**src/common/crc_pkg.sv**
```systemverilog
// Notes on behaviour
// - while restart low, reset, pull status and complete low, float all I/O.
// - configuration begins after restart high and status released.
// - on error, pull status low and keep complete low.
// - with auto restart, release status within 230 us then retry.
// - init clock is internal oscillator, or user start-up clock when enabled.
// - without user clock enable, internal oscillator supplies every init cycle; user clock pin is free.
// - after data accepted and complete high, run 3192 init cycles.
// - user clock withheld stalls user-mode entry; it never disturbs configuration.
// - init-complete driven low once first-frame enable bit is loaded.
// - init-complete released at end of init, marking user mode.
// - in user mode user I/O follow the design, pull-ups removed.
// - byte-wide chain: low data byte feeds every slave.
// - word-wide chain: chain enable starts two chains, low and high byte.
// - on own data done, assert chain enable and release complete line.
// - shared complete line rises when all release; init starts together.
// - flash wait ignored during active parallel configuration.
// - chain enable output driven low once own configuration completes.
package crc_pkg;
   // =========================================
   // timing
   localparam int unsigned CLK_MHZ = 50;
   localparam int unsigned RETRY_TIMEOUT_US = 230;
   localparam int unsigned RETRY_CYCLES = RETRY_TIMEOUT_US * CLK_MHZ;
   localparam logic [11:0] INIT_CYCLES = 12'hC78;
   localparam logic [13:0] RETRY_CYCLES_W = 14'(RETRY_CYCLES);

   // =========================================
   // states
   typedef enum logic [5:0] {
      ST_RESET = 6'h01,
      ST_CONFIG = 6'h02,
      ST_WAIT_DONE = 6'h04,
      ST_INIT = 6'h08,
      ST_USER = 6'h10,
      ST_ERROR = 6'h20
   } crc_state_e;

   // open-drain pin pair
   typedef struct packed {
      logic out;
      logic oe;
   } crc_od_s;
endpackage

```
**src/logic/crc_config_restart_init_chain.sv**
```systemverilog
`timescale 1ns/1ns
module crc_config_restart_init_chain #(
   parameter int unsigned RETRY_COUNT = crc_pkg::RETRY_CYCLES
) (
   // clock and reset
   input wire logic clk,
   input wire logic rst,
   // options
   input wire logic auto_restart_en,
   input wire logic user_clock_en,
   input wire logic word_wide_mode,
   // configuration pins
   input wire logic config_restart_n,
   input wire logic chip_enable_in_n,
   input wire logic config_status_n_in,
   output logic config_status_n_out,
   output logic config_status_n_oe,
   input wire logic config_complete_in,
   output logic config_complete_out,
   output logic config_complete_oe,
   output logic chain_enable_out_n,
   output logic init_complete_out,
   output logic init_complete_oe,
   input wire logic user_startup_clock,
   input wire logic flash_wait,
   // configuration data stream
   input wire logic [15:0] cfg_data,
   input wire logic cfg_data_valid,
   input wire logic cfg_data_last,
   input wire logic cfg_error,
   // chain data out
   output logic [7:0] chain_low_data,
   output logic [7:0] chain_high_data,
   output logic chain_data_valid,
   // user mode
   output logic user_mode,
   output logic io_tristate,
   output logic io_weak_pullup
);
   crc_pkg::crc_state_e state_reg;
   logic [13:0] retry_cnt_reg;
   logic [11:0] init_cnt_reg;
   logic init_en_reg;
   logic first_frame_reg;
   logic usr_d1_reg;
   logic usr_d2_reg;
   logic init_tick;
   logic usr_edge;
   logic flash_wait_unused;

   // =========================================
   // init clock source
   // user clock sampled as an ordinary input; second stage only feeds edge detect
   always_ff @(posedge clk or posedge rst) begin
      if (rst) begin
         usr_d1_reg <= 1'b0;
         usr_d2_reg <= 1'b0;
      end else begin
         usr_d1_reg <= user_startup_clock;
         usr_d2_reg <= usr_d1_reg;
      end
   end
   assign usr_edge = usr_d1_reg & ~usr_d2_reg;
   assign init_tick = user_clock_en ? usr_edge : 1'b1;
   // wait line is not looked at during configuration
   assign flash_wait_unused = flash_wait;

   // =========================================
   // sequencer
   always_ff @(posedge clk or posedge rst) begin
      if (rst) begin
         state_reg <= crc_pkg::ST_RESET;
      end else if (!config_restart_n) begin
         state_reg <= crc_pkg::ST_RESET;
      end else begin
         case (state_reg)
            crc_pkg::ST_RESET: begin
               // status released by us in this state; wait for the wire to rise
               if (config_status_n_in && !chip_enable_in_n) begin
                  state_reg <= crc_pkg::ST_CONFIG;
               end
            end
            crc_pkg::ST_CONFIG: begin
               if (cfg_error) begin
                  state_reg <= crc_pkg::ST_ERROR;
               end else if (cfg_data_valid && cfg_data_last) begin
                  state_reg <= crc_pkg::ST_WAIT_DONE;
               end
            end
            crc_pkg::ST_WAIT_DONE: begin
               if (!config_status_n_in) begin
                  state_reg <= crc_pkg::ST_ERROR;
               end else if (config_complete_in) begin
                  state_reg <= crc_pkg::ST_INIT;
               end
            end
            crc_pkg::ST_INIT: begin
               if (init_tick && config_complete_in
                  && init_cnt_reg == crc_pkg::INIT_CYCLES - 12'h001) begin
                  state_reg <= crc_pkg::ST_USER;
               end
            end
            crc_pkg::ST_USER: begin
               state_reg <= crc_pkg::ST_USER;
            end
            crc_pkg::ST_ERROR: begin
               if (auto_restart_en && retry_cnt_reg == 14'(RETRY_COUNT - 1)) begin
                  state_reg <= crc_pkg::ST_RESET;
               end
            end
            default: begin
               state_reg <= crc_pkg::ST_RESET;
            end
         endcase
      end
   end

   // =========================================
   // retry timeout
   always_ff @(posedge clk or posedge rst) begin
      if (rst) begin
         retry_cnt_reg <= 14'h0000;
      end else if (state_reg == crc_pkg::ST_ERROR && auto_restart_en) begin
         retry_cnt_reg <= retry_cnt_reg + 14'h0001;
      end else begin
         retry_cnt_reg <= 14'h0000;
      end
   end

   // =========================================
   // init counter
   always_ff @(posedge clk or posedge rst) begin
      if (rst) begin
         init_cnt_reg <= 12'h000;
      end else if (!config_restart_n || state_reg != crc_pkg::ST_INIT) begin
         init_cnt_reg <= 12'h000;
      end else if (init_tick && config_complete_in) begin
         init_cnt_reg <= init_cnt_reg + 12'h001;
      end
   end

   // =========================================
   // init-complete enable from first frame (bit 0)
   always_ff @(posedge clk or posedge rst) begin
      if (rst) begin
         init_en_reg <= 1'b0;
         first_frame_reg <= 1'b1;
      end else if (state_reg == crc_pkg::ST_RESET) begin
         init_en_reg <= 1'b0;
         first_frame_reg <= 1'b1;
      end else if (state_reg == crc_pkg::ST_CONFIG && cfg_data_valid && first_frame_reg) begin
         init_en_reg <= cfg_data[0];
         first_frame_reg <= 1'b0;
      end
   end

   // =========================================
   // chain data forwarding
   always_ff @(posedge clk or posedge rst) begin
      if (rst) begin
         chain_low_data <= 8'h00;
         chain_high_data <= 8'h00;
         chain_data_valid <= 1'b0;
      end else begin
         chain_low_data <= cfg_data[7:0];
         chain_high_data <= word_wide_mode ? cfg_data[15:8] : 8'h00;
         chain_data_valid <= cfg_data_valid && state_reg == crc_pkg::ST_CONFIG
            && chip_enable_in_n == 1'b0;
      end
   end

   // =========================================
   // pins
   always_comb begin
      config_status_n_out = 1'b0;
      config_status_n_oe = (state_reg == crc_pkg::ST_ERROR) || !config_restart_n;
      config_complete_out = 1'b0;
      config_complete_oe = (state_reg == crc_pkg::ST_RESET) ||
         (state_reg == crc_pkg::ST_CONFIG) || (state_reg == crc_pkg::ST_ERROR) ||
         !config_restart_n;
      init_complete_out = 1'b0;
      init_complete_oe = init_en_reg && state_reg != crc_pkg::ST_USER
         && state_reg != crc_pkg::ST_RESET && config_restart_n;
   end
   // chain enable low once own data done; one output serves both chains
   // a restart pulls the whole chain back, so the next device is disabled too
   assign chain_enable_out_n = !(config_restart_n && (state_reg == crc_pkg::ST_WAIT_DONE ||
      state_reg == crc_pkg::ST_INIT || state_reg == crc_pkg::ST_USER));
   assign user_mode = (state_reg == crc_pkg::ST_USER) && config_restart_n;
   assign io_tristate = !user_mode;
   assign io_weak_pullup = !user_mode && config_restart_n;

   // =========================================
   // checks
   property p_restart_drive;
      @(posedge clk) disable iff (rst)
      !config_restart_n |-> config_status_n_oe && config_complete_oe && io_tristate;
   endproperty
   a_restart_drive: assert property (p_restart_drive) else $error("restart drive");

   property p_config_start;
      @(posedge clk) disable iff (rst)
      state_reg == crc_pkg::ST_RESET && config_restart_n && config_status_n_in
         && !chip_enable_in_n |=> state_reg == crc_pkg::ST_CONFIG;
   endproperty
   a_config_start: assert property (p_config_start) else $error("no config start");

   property p_error_hold;
      @(posedge clk) disable iff (rst)
      state_reg == crc_pkg::ST_CONFIG && cfg_error && config_restart_n
         |=> config_status_n_oe && config_complete_oe;
   endproperty
   a_error_hold: assert property (p_error_hold) else $error("error not flagged");

   property p_retry_bound;
      @(posedge clk) disable iff (rst)
      retry_cnt_reg <= 14'(RETRY_COUNT);
   endproperty
   a_retry_bound: assert property (p_retry_bound) else $error("retry overrun");

   property p_init_count;
      @(posedge clk) disable iff (rst)
      state_reg == crc_pkg::ST_INIT && !init_tick && config_restart_n
         |=> $stable(init_cnt_reg);
   endproperty
   a_init_count: assert property (p_init_count) else $error("init moved without tick");

   property p_user_entry;
      @(posedge clk) disable iff (rst)
      $rose(user_mode) |-> $past(init_cnt_reg) == crc_pkg::INIT_CYCLES - 12'h001;
   endproperty
   a_user_entry: assert property (p_user_entry) else $error("early user mode");

   property p_init_release;
      @(posedge clk) disable iff (rst)
      user_mode |-> !init_complete_oe && !io_tristate && !io_weak_pullup;
   endproperty
   a_init_release: assert property (p_init_release) else $error("user mode pins");

   property p_chain_en;
      @(posedge clk) disable iff (rst)
      !chain_enable_out_n |-> !config_complete_oe;
   endproperty
   a_chain_en: assert property (p_chain_en) else $error("complete still held");

   property p_counter_clear;
      @(posedge clk) disable iff (rst)
      !config_restart_n |=> init_cnt_reg == 12'h000;
   endproperty
   a_counter_clear: assert property (p_counter_clear) else $error("counter not cleared");

   property p_status_release;
      @(posedge clk) disable iff (rst)
      state_reg == crc_pkg::ST_RESET && config_restart_n |-> !config_status_n_oe;
   endproperty
   a_status_release: assert property (p_status_release) else $error("status held");

   property p_init_oe_restart;
      @(posedge clk) disable iff (rst)
      !config_restart_n |-> !init_complete_oe;
   endproperty
   a_init_oe_restart: assert property (p_init_oe_restart) else $error("init driven");

   property p_first_frame;
      @(posedge clk) disable iff (rst)
      state_reg == crc_pkg::ST_CONFIG && cfg_data_valid && first_frame_reg
         |=> init_en_reg == $past(cfg_data[0]);
   endproperty
   a_first_frame: assert property (p_first_frame) else $error("enable bit lost");

   property p_wait_release;
      @(posedge clk) disable iff (rst)
      state_reg == crc_pkg::ST_WAIT_DONE && config_restart_n |-> !config_complete_oe;
   endproperty
   a_wait_release: assert property (p_wait_release) else $error("complete held");

   property p_error_pins;
      @(posedge clk) disable iff (rst)
      state_reg == crc_pkg::ST_ERROR |-> config_status_n_oe && config_complete_oe;
   endproperty
   a_error_pins: assert property (p_error_pins) else $error("error pins");

   property p_retry_release;
      @(posedge clk) disable iff (rst)
      state_reg == crc_pkg::ST_ERROR && auto_restart_en && config_restart_n
         && retry_cnt_reg == 14'(RETRY_COUNT - 1) |=> !config_status_n_oe || !config_restart_n;
   endproperty
   a_retry_release: assert property (p_retry_release) else $error("no release");

   property p_internal_count;
      @(posedge clk) disable iff (rst)
      state_reg == crc_pkg::ST_INIT && !user_clock_en && config_restart_n && config_complete_in
         |=> init_cnt_reg == $past(init_cnt_reg) + 12'h001;
   endproperty
   a_internal_count: assert property (p_internal_count) else $error("no tick");

   property p_user_clock_hold;
      @(posedge clk) disable iff (rst)
      state_reg == crc_pkg::ST_INIT && user_clock_en && !usr_d1_reg && config_restart_n
         |=> $stable(init_cnt_reg);
   endproperty
   a_user_clock_hold: assert property (p_user_clock_hold) else $error("held clock");

   property p_low_byte;
      @(posedge clk) disable iff (rst)
      chain_data_valid |-> chain_low_data == $past(cfg_data[7:0]);
   endproperty
   a_low_byte: assert property (p_low_byte) else $error("low byte");

   property p_high_byte;
      @(posedge clk) disable iff (rst)
      chain_data_valid |->
         chain_high_data == ($past(word_wide_mode) ? $past(cfg_data[15:8]) : 8'h00);
   endproperty
   a_high_byte: assert property (p_high_byte) else $error("high byte");
endmodule // crc_config_restart_init_chain

```
**config.mk**
```make
export PLATFORM = sky130hd
export DESIGN_NAME = crc_config_restart_init_chain
export DESIGN_NICKNAME = d
export VERILOG_FILES = /design/src/common/crc_pkg.sv /design/src/logic/crc_config_restart_init_chain.sv
export SDC_FILE = /design/constraint.sdc
export NUM_CORES = 1
export LEC_CHECK = 0
export BUFFER_PORTS_ARGS = -buffer_cell sky130_fd_sc_hd__buf_2
export CORE_ASPECT_RATIO = 1.4
export CORE_MARGIN = 2
export CORE_UTILIZATION = 40
export DETAILED_ROUTE_END_ITERATION = 16
export PLACE_DENSITY = 0.73
export SLEW_MARGIN = 40
export SYNTH_ARGS = -nofsm -noshare
export SYNTH_HDL_FRONTEND = slang
export SYNTH_SLANG_ARGS = --single-unit
```
**constraint.sdc**
```tcl
create_clock -name clk -period 2.95 [get_ports clk]
set_input_delay 0.885 -clock clk [delete_from_list [all_inputs] [get_ports clk]]
set_output_delay 0.885 -clock clk [all_outputs]
set_load 0.005 [all_outputs]
```
### Yosys cells after proc, flatten, opt, wreduce, memory -nomap -nowiden

Index checks and enable logic that the tools add are counted.

| word-level totals | value |
|---|---|
| word-level logic and storage cells | 78 |
| ROM bits | 0 |
| bits in latches | 0 |
| output and inout port bits | 27 |
| RAM bits | 0 |
| register bits after elaboration | 53 |
| input port bits | 30 |
| memories kept | 0 |

| operators by class | value |
|---|---|
| muxes and demuxes | 18 |
| multipliers | 0 |
| equality and inequality tests | 16 |
| bitwise logic cells | 3 |
| $add $sub $neg | 2 |
| shift-type cells | 0 |
| div/mod/pow operators | 0 |
| order comparisons | 0 |
| reduce and logical (&&, ||, !) cells | 29 |

Operators by type and width:

| kind | count |
|---|---|
| two-way mux 6 bit | 8 |
| case mux 6 bit (6 select lines) | 1 |
| two-way mux 12 bit | 2 |
| logical AND 1 bit | 15 |
| adder 14 x 1 -> 14 bit, second input constant | 1 |
| equality test 14 bit, second input constant | 1 |
| two-way mux 14 bit | 1 |
| adder 12 x 1 -> 12 bit, second input constant | 1 |
| equality test 12 bit, second input constant | 1 |
| != test 3 bit, second input constant | 3 |
| two-way mux 8 bit | 1 |
| != test 4 bit, second input constant | 2 |
| logical OR 1 bit | 7 |
| equality test 6 x 1 -> 1 bit, second input constant | 1 |
| equality test 6 x 2 -> 1 bit, second input constant | 1 |
| equality test 6 x 3 -> 1 bit, second input constant | 1 |
| equality test 6 x 4 -> 1 bit, second input constant | 1 |
| equality test 6 x 5 -> 1 bit, second input constant | 1 |
| equality test 6 bit, second input constant | 1 |
| != test 6 x 1 -> 1 bit, second input constant | 1 |
| != test 6 x 4 -> 1 bit, second input constant | 1 |
| != test 6 x 5 -> 1 bit, second input constant | 1 |
| two-way mux 1 bit | 5 |
| AND reduction 5 bit | 1 |
| other kinds (4) | 9 |

### Depth between registers and ports, before layout

| logic depth | value |
|---|---|
| word-level depth | 8 |
| depth in mapped cells | 6 |
| mapped depth without buffers | 6 |

### Least setup slack after synthesis

Ideal clock, no wire load.

| path | value |
|---|---|
| path kind | input port to output port |
| start point | input config_restart_n |
| end point | output config_complete_oe |
| data arrival time | 1788 ps |
| data required time | 2065 ps |
| setup slack | 277 ps |
| buffers on the path | 1 |
| cell stages on the path | 3 |
| cells stage by stage | clkbuf_1 -> inv_1 -> or4_1 |

| on the way | value |
|---|---|
| cells in the longest elaborated chain, start to end | 2 |

Ends and longest elaborated chain:

| item | RTL line | text |
|---|---|---|
| start, declared | crc_config_restart_init_chain.sv:13 | `input wire logic config_restart_n,` |
| zero test 1 bit | crc_config_restart_init_chain.sv:180 | `!config_restart_n;` |
| logical OR 1 bit | crc_config_restart_init_chain.sv:179 | `(state_reg == crc_pkg::ST_CONFIG) \|\| (state_reg == crc_pkg::ST_ERROR) \|\|` |
| end, declared | crc_config_restart_init_chain.sv:20 | `output logic config_complete_oe,` |

Every way passes these cells.

### Final worst setup path

| path | value |
|---|---|
| start point | register state_reg[1] |
| end point | output chain_enable_out_n |

| on the way | value |
|---|---|
| cells in the longest elaborated chain, start to end | 5 |
| elaborated cells on any way between the ends | 7 |
| classes of those cells | eq/ne (3); reduce/logical (4) |

Ends and longest elaborated chain:

| item | RTL line | text |
|---|---|---|
| start, declared | crc_config_restart_init_chain.sv:40 | `crc_pkg::crc_state_e state_reg;` |
| start signal, assigned | crc_config_restart_init_chain.sv:72 | `state_reg <= crc_pkg::ST_RESET;` |
| start signal, assigned | crc_config_restart_init_chain.sv:74 | `state_reg <= crc_pkg::ST_RESET;` |
| start signal, assigned | crc_config_restart_init_chain.sv:80 | `state_reg <= crc_pkg::ST_CONFIG;` |
| equality test 6 x 3 -> 1 bit or equality test 6 x 4 -> 1 bit (tied branches) | crc_config_restart_init_chain.sv:187, crc_config_restart_init_chain.sv:188 |  |
| logical OR 1 bit | crc_config_restart_init_chain.sv:187 | `assign chain_enable_out_n = !(config_restart_n && (state_reg == crc_pkg::ST_WAIT_DONE \|\|` |
| logical OR 1 bit (*) | crc_config_restart_init_chain.sv:188 | `state_reg == crc_pkg::ST_INIT \|\| state_reg == crc_pkg::ST_USER));` |
| logical AND 1 bit (*) | crc_config_restart_init_chain.sv:187 |  |
| zero test 1 bit (*) | crc_config_restart_init_chain.sv:187 |  |
| end, declared | crc_config_restart_init_chain.sv:21 | `output logic chain_enable_out_n,` |

Mark *: on every way between the ends. The rest lies on a longest branch, timed or not.

==> reports/metrics.yaml <==
logic_synthesis:
  ys_warn_count: 0
  netlist_top_cells_area: "dfrtp_1 (54%), nor2_1 (3.7%), xor2_1 (3.3%)"
  async_flop_share: 1.00
  syn_avg_cell_area_um2: 10.5
  syn_inst: 224
  synth_area_um2: 2360
  ys.flop_type: "dfrtp_1"
  synth_seq_area_share: 0.563
  synth-edff-count: 0
  synth_top_area_frac: 0.541
  ys_ff_latch: 53
  synth_cell_types: 46
  synth_top_area_cell: "dfrtp_1"
min_path:
  worstHoldStart: "usr_d1_reg$_DFF_PP0_"
  min_path_type: "reg2reg"
worst_setup_path:
  cp-end-kind: "output pin"
  critPathLaunch: "state_reg[1]$_DFFE_PP0P_"
  rrSetupSlack_ps: 810
  cp_data_required_time_ps: 2070
  crit_type: "reg2out"
  critPathMaxFanout: 4
  arrival_ps: 1950
  reg2reg_from: "retry_cnt_reg[0]$_DFF_PP0_"
  cp-start-kind: "register"
finish:
  largest_register_ffs: 14
  layout.nets: 315
  fin_util: 0.491
  area_growth_pct: 20.3
  drive_gt1_frac: 0.275
  multi_input_comb_area_um2: 996
  fill_cells: 548
  seq_area_um2: 1330
  antenna_cells: 0
  fin_area_um2: 2840
timing:
  post-route-period-util: 0.962
  slew_viol_final: 0
  whs_ps: 372
  final.setup_skew_ps: 10.5
  hold_viol_final: 0
  setup_viol: 0
  period_needed_ps: 2840
  relSlewSlack: 0.633
  clock.fmax_mhz: 352
  fin_ws_ps: 112
  grt_setup_unrepaired: "no"
  tightest_slew_ps: 549
  final.setup.tns_ps: 0
cts:
  clkLatencyLatePin_ps: 310
  cts_sinks: 53
  cts_buffer_depth: 2
  cts_tree: "done"
  hold_buffers: 0
  path_clk_slew_ps: 90
  cts-htree-levels: 2
  cts_root_buffer: "clkbuf_8"
  cts_buffers: 5
floorplan:
  die_area_um2: 6540
  die_width_um: 68.9
  rows: 33
  io_pins: 57
  core_um2: 5780
  fp.dieH_um: 94.9
  start_util: 0.408
place:
  hpwl_mm: 3.45
  numPortBuffers: 52
  gp_congestion: 0.820
  placed_area_um2: 2710
  pre_cts_ws_ps: 234
power_and_ir_drop:
  intPower_uw: 1110
  swShare: 0.250
  power_switching_uw: 371
  powerDensity_nw_per_um2: 522
  p_comb_frac: 0.136
  max-vdd-ir-drop_mv: 0.267
  power_leakage_uw: 0.00132
  pwr-share-clk: 0.335
  p_seq_frac: 0.529
route:
  route.detailed.drc: 0
  vias: 1780
  firstDrtPassIters: 4
  via_per_inst: 5.03
  wl_per_cell_um: 12.9
  drt-initial-drc-count: 52
  ant_nets: 0
  drt_wl_total_mm: 4.57
job:
  cap_violations: 0
grt:
  grt-ovfl-total: 0
  grt_pass1_vias: 1743
  grt_pass1_wl_mm: 7.25
  antenna_found_initial: 0
  grt_max_degree: 28
  grt_use_total: 0.147
outcome:
  outcome: "finished clean"
-- logic make-up after synthesis --
kind of cell / after synthesis / share of synthesized area
AOI/OAI and AO/OA: 32 / 0.0848
buffers and inverters: 12 / 0.0244
xor gates and xnor gates: 16 / 0.0594
other: 1 / 0.00159
and+or+nand+nor: 106 / 0.248
DFF: 53 / 0.563
muxes: 2 / 0.00848
adders and majority gates: 2 / 0.0106
-- per-stage QoR --
step | std cells | total power (uW)
2_1_floorplan | 226 | 923
3_3_place_gp | 346 | 989
3_5_place_dp | 346 | 995
4_1_cts | 354 | 1490
5_1_grt | 354 | 1550
6_report | 354 | 1480
-- path summary, 6_finish.rpt --
| kind | to | cells after the start |
|---|---|---|
| worst max-delay path | chain_enable_out_n | 5 |
| max in group asynchronous | first_frame_reg$_DFFE_PP1P_ | 3 |
| worst min-delay path | usr_d2_reg$_DFF_PP0_ | 0 |
| worst max register to register | state_reg[3]$_DFFE_PP0P_ | 6 |
| worst min register to register | usr_d2_reg$_DFF_PP0_ | 0 |
| min in group asynchronous | retry_cnt_reg[8]$_DFF_PP0_ | 2 |
-- power by group through the flow --
stage                     clock [uW]  sequential (uW)  combinational [uW]
final                            496              784                 202
after CTS                        513              784                 198
after global placement             0              795                 194
after detailed placement           0              798                 197
after global routing             536              788                 230
after floorplan                    0              794                 129
-- metal layers --
layer / global-route usage / vias up / share of wire
met5: 0 / - / 0
met2: 0.273 / 38 / 0.53
met3: 0.0322 / 6 / 0.038
met4: 0.0539 / 0 / 0.016
met1: 0.156 / 845 / 0.41
li1: - / 891 / -
-- worst max-delay path, stage by stage (launching register included) --
cell      delay [ps]
dfrtp_1          420
or4_4            540
or3b_1           400
nand2_1           70
a21boi_0          80
buf_2            140
-- what timing repair did --
item | CTS | global route
hold endpoints to repair | 0 | 0
resized for setup | 0 | 3
buffers inserted | 0 | 0
setup endpoints to repair | 0 | 2
-- area by class of cell --
| class | count | share of cell area |
|---|---|---|
| clock buffers | 5 | 0.0243 |
| clock inverters | 3 | 0.0154 |
| inverters | 6 | 0.00794 |
| multi-input cells | 161 | 0.351 |
| flip-flops and latches | 53 | 0.468 |
| well taps | 70 | 0.0309 |
| repair buffers | 56 | 0.102 |
-- cells in the final DEF (no fill, tap or decap), drive strengths merged, types with 2 or more instances in the layout --
master  synthesis  layout
buf             4      56
dfrtp          51      51
nor2           23      23
nand2          19      19
o21ai          13      13
and2           11      11
nand3          10      10
xor2            9       9
a21oi           9       9
or3             8       8
xnor2           7       7
inv             6       7
nor2b           6       6
and3            6       6
nand4           5       5
clkbuf          2       5
conb            1       3
or4             3       3
nor3            3       3
mux2i           2       2
ha              2       2
dfstp           2       2
nor4            2       2
and4            2       2
nor3b           2       2
a21o            2       2
-- synthesized netlist by cell type, types with 2 or more instances --
cell type,n
a21oi_1,9
nand3_1,10
nor2_1,23
or3_1,8
ha_1,2
inv_1,6
dfrtp_1,51
o21ai_0,10
nor4_1,2
dfstp_2,2
nand2_1,19
xnor2_1,7
and3_1,6
o21ai_1,3
mux2i_1,2
xor2_1,9
and2_1,11
clkbuf_1,2
nor2b_1,6
nand4_1,5
or4_1,2
nor3b_1,2
nor3_1,2
buf_4,3
Note: power is estimated with default switching activity, not from simulation.
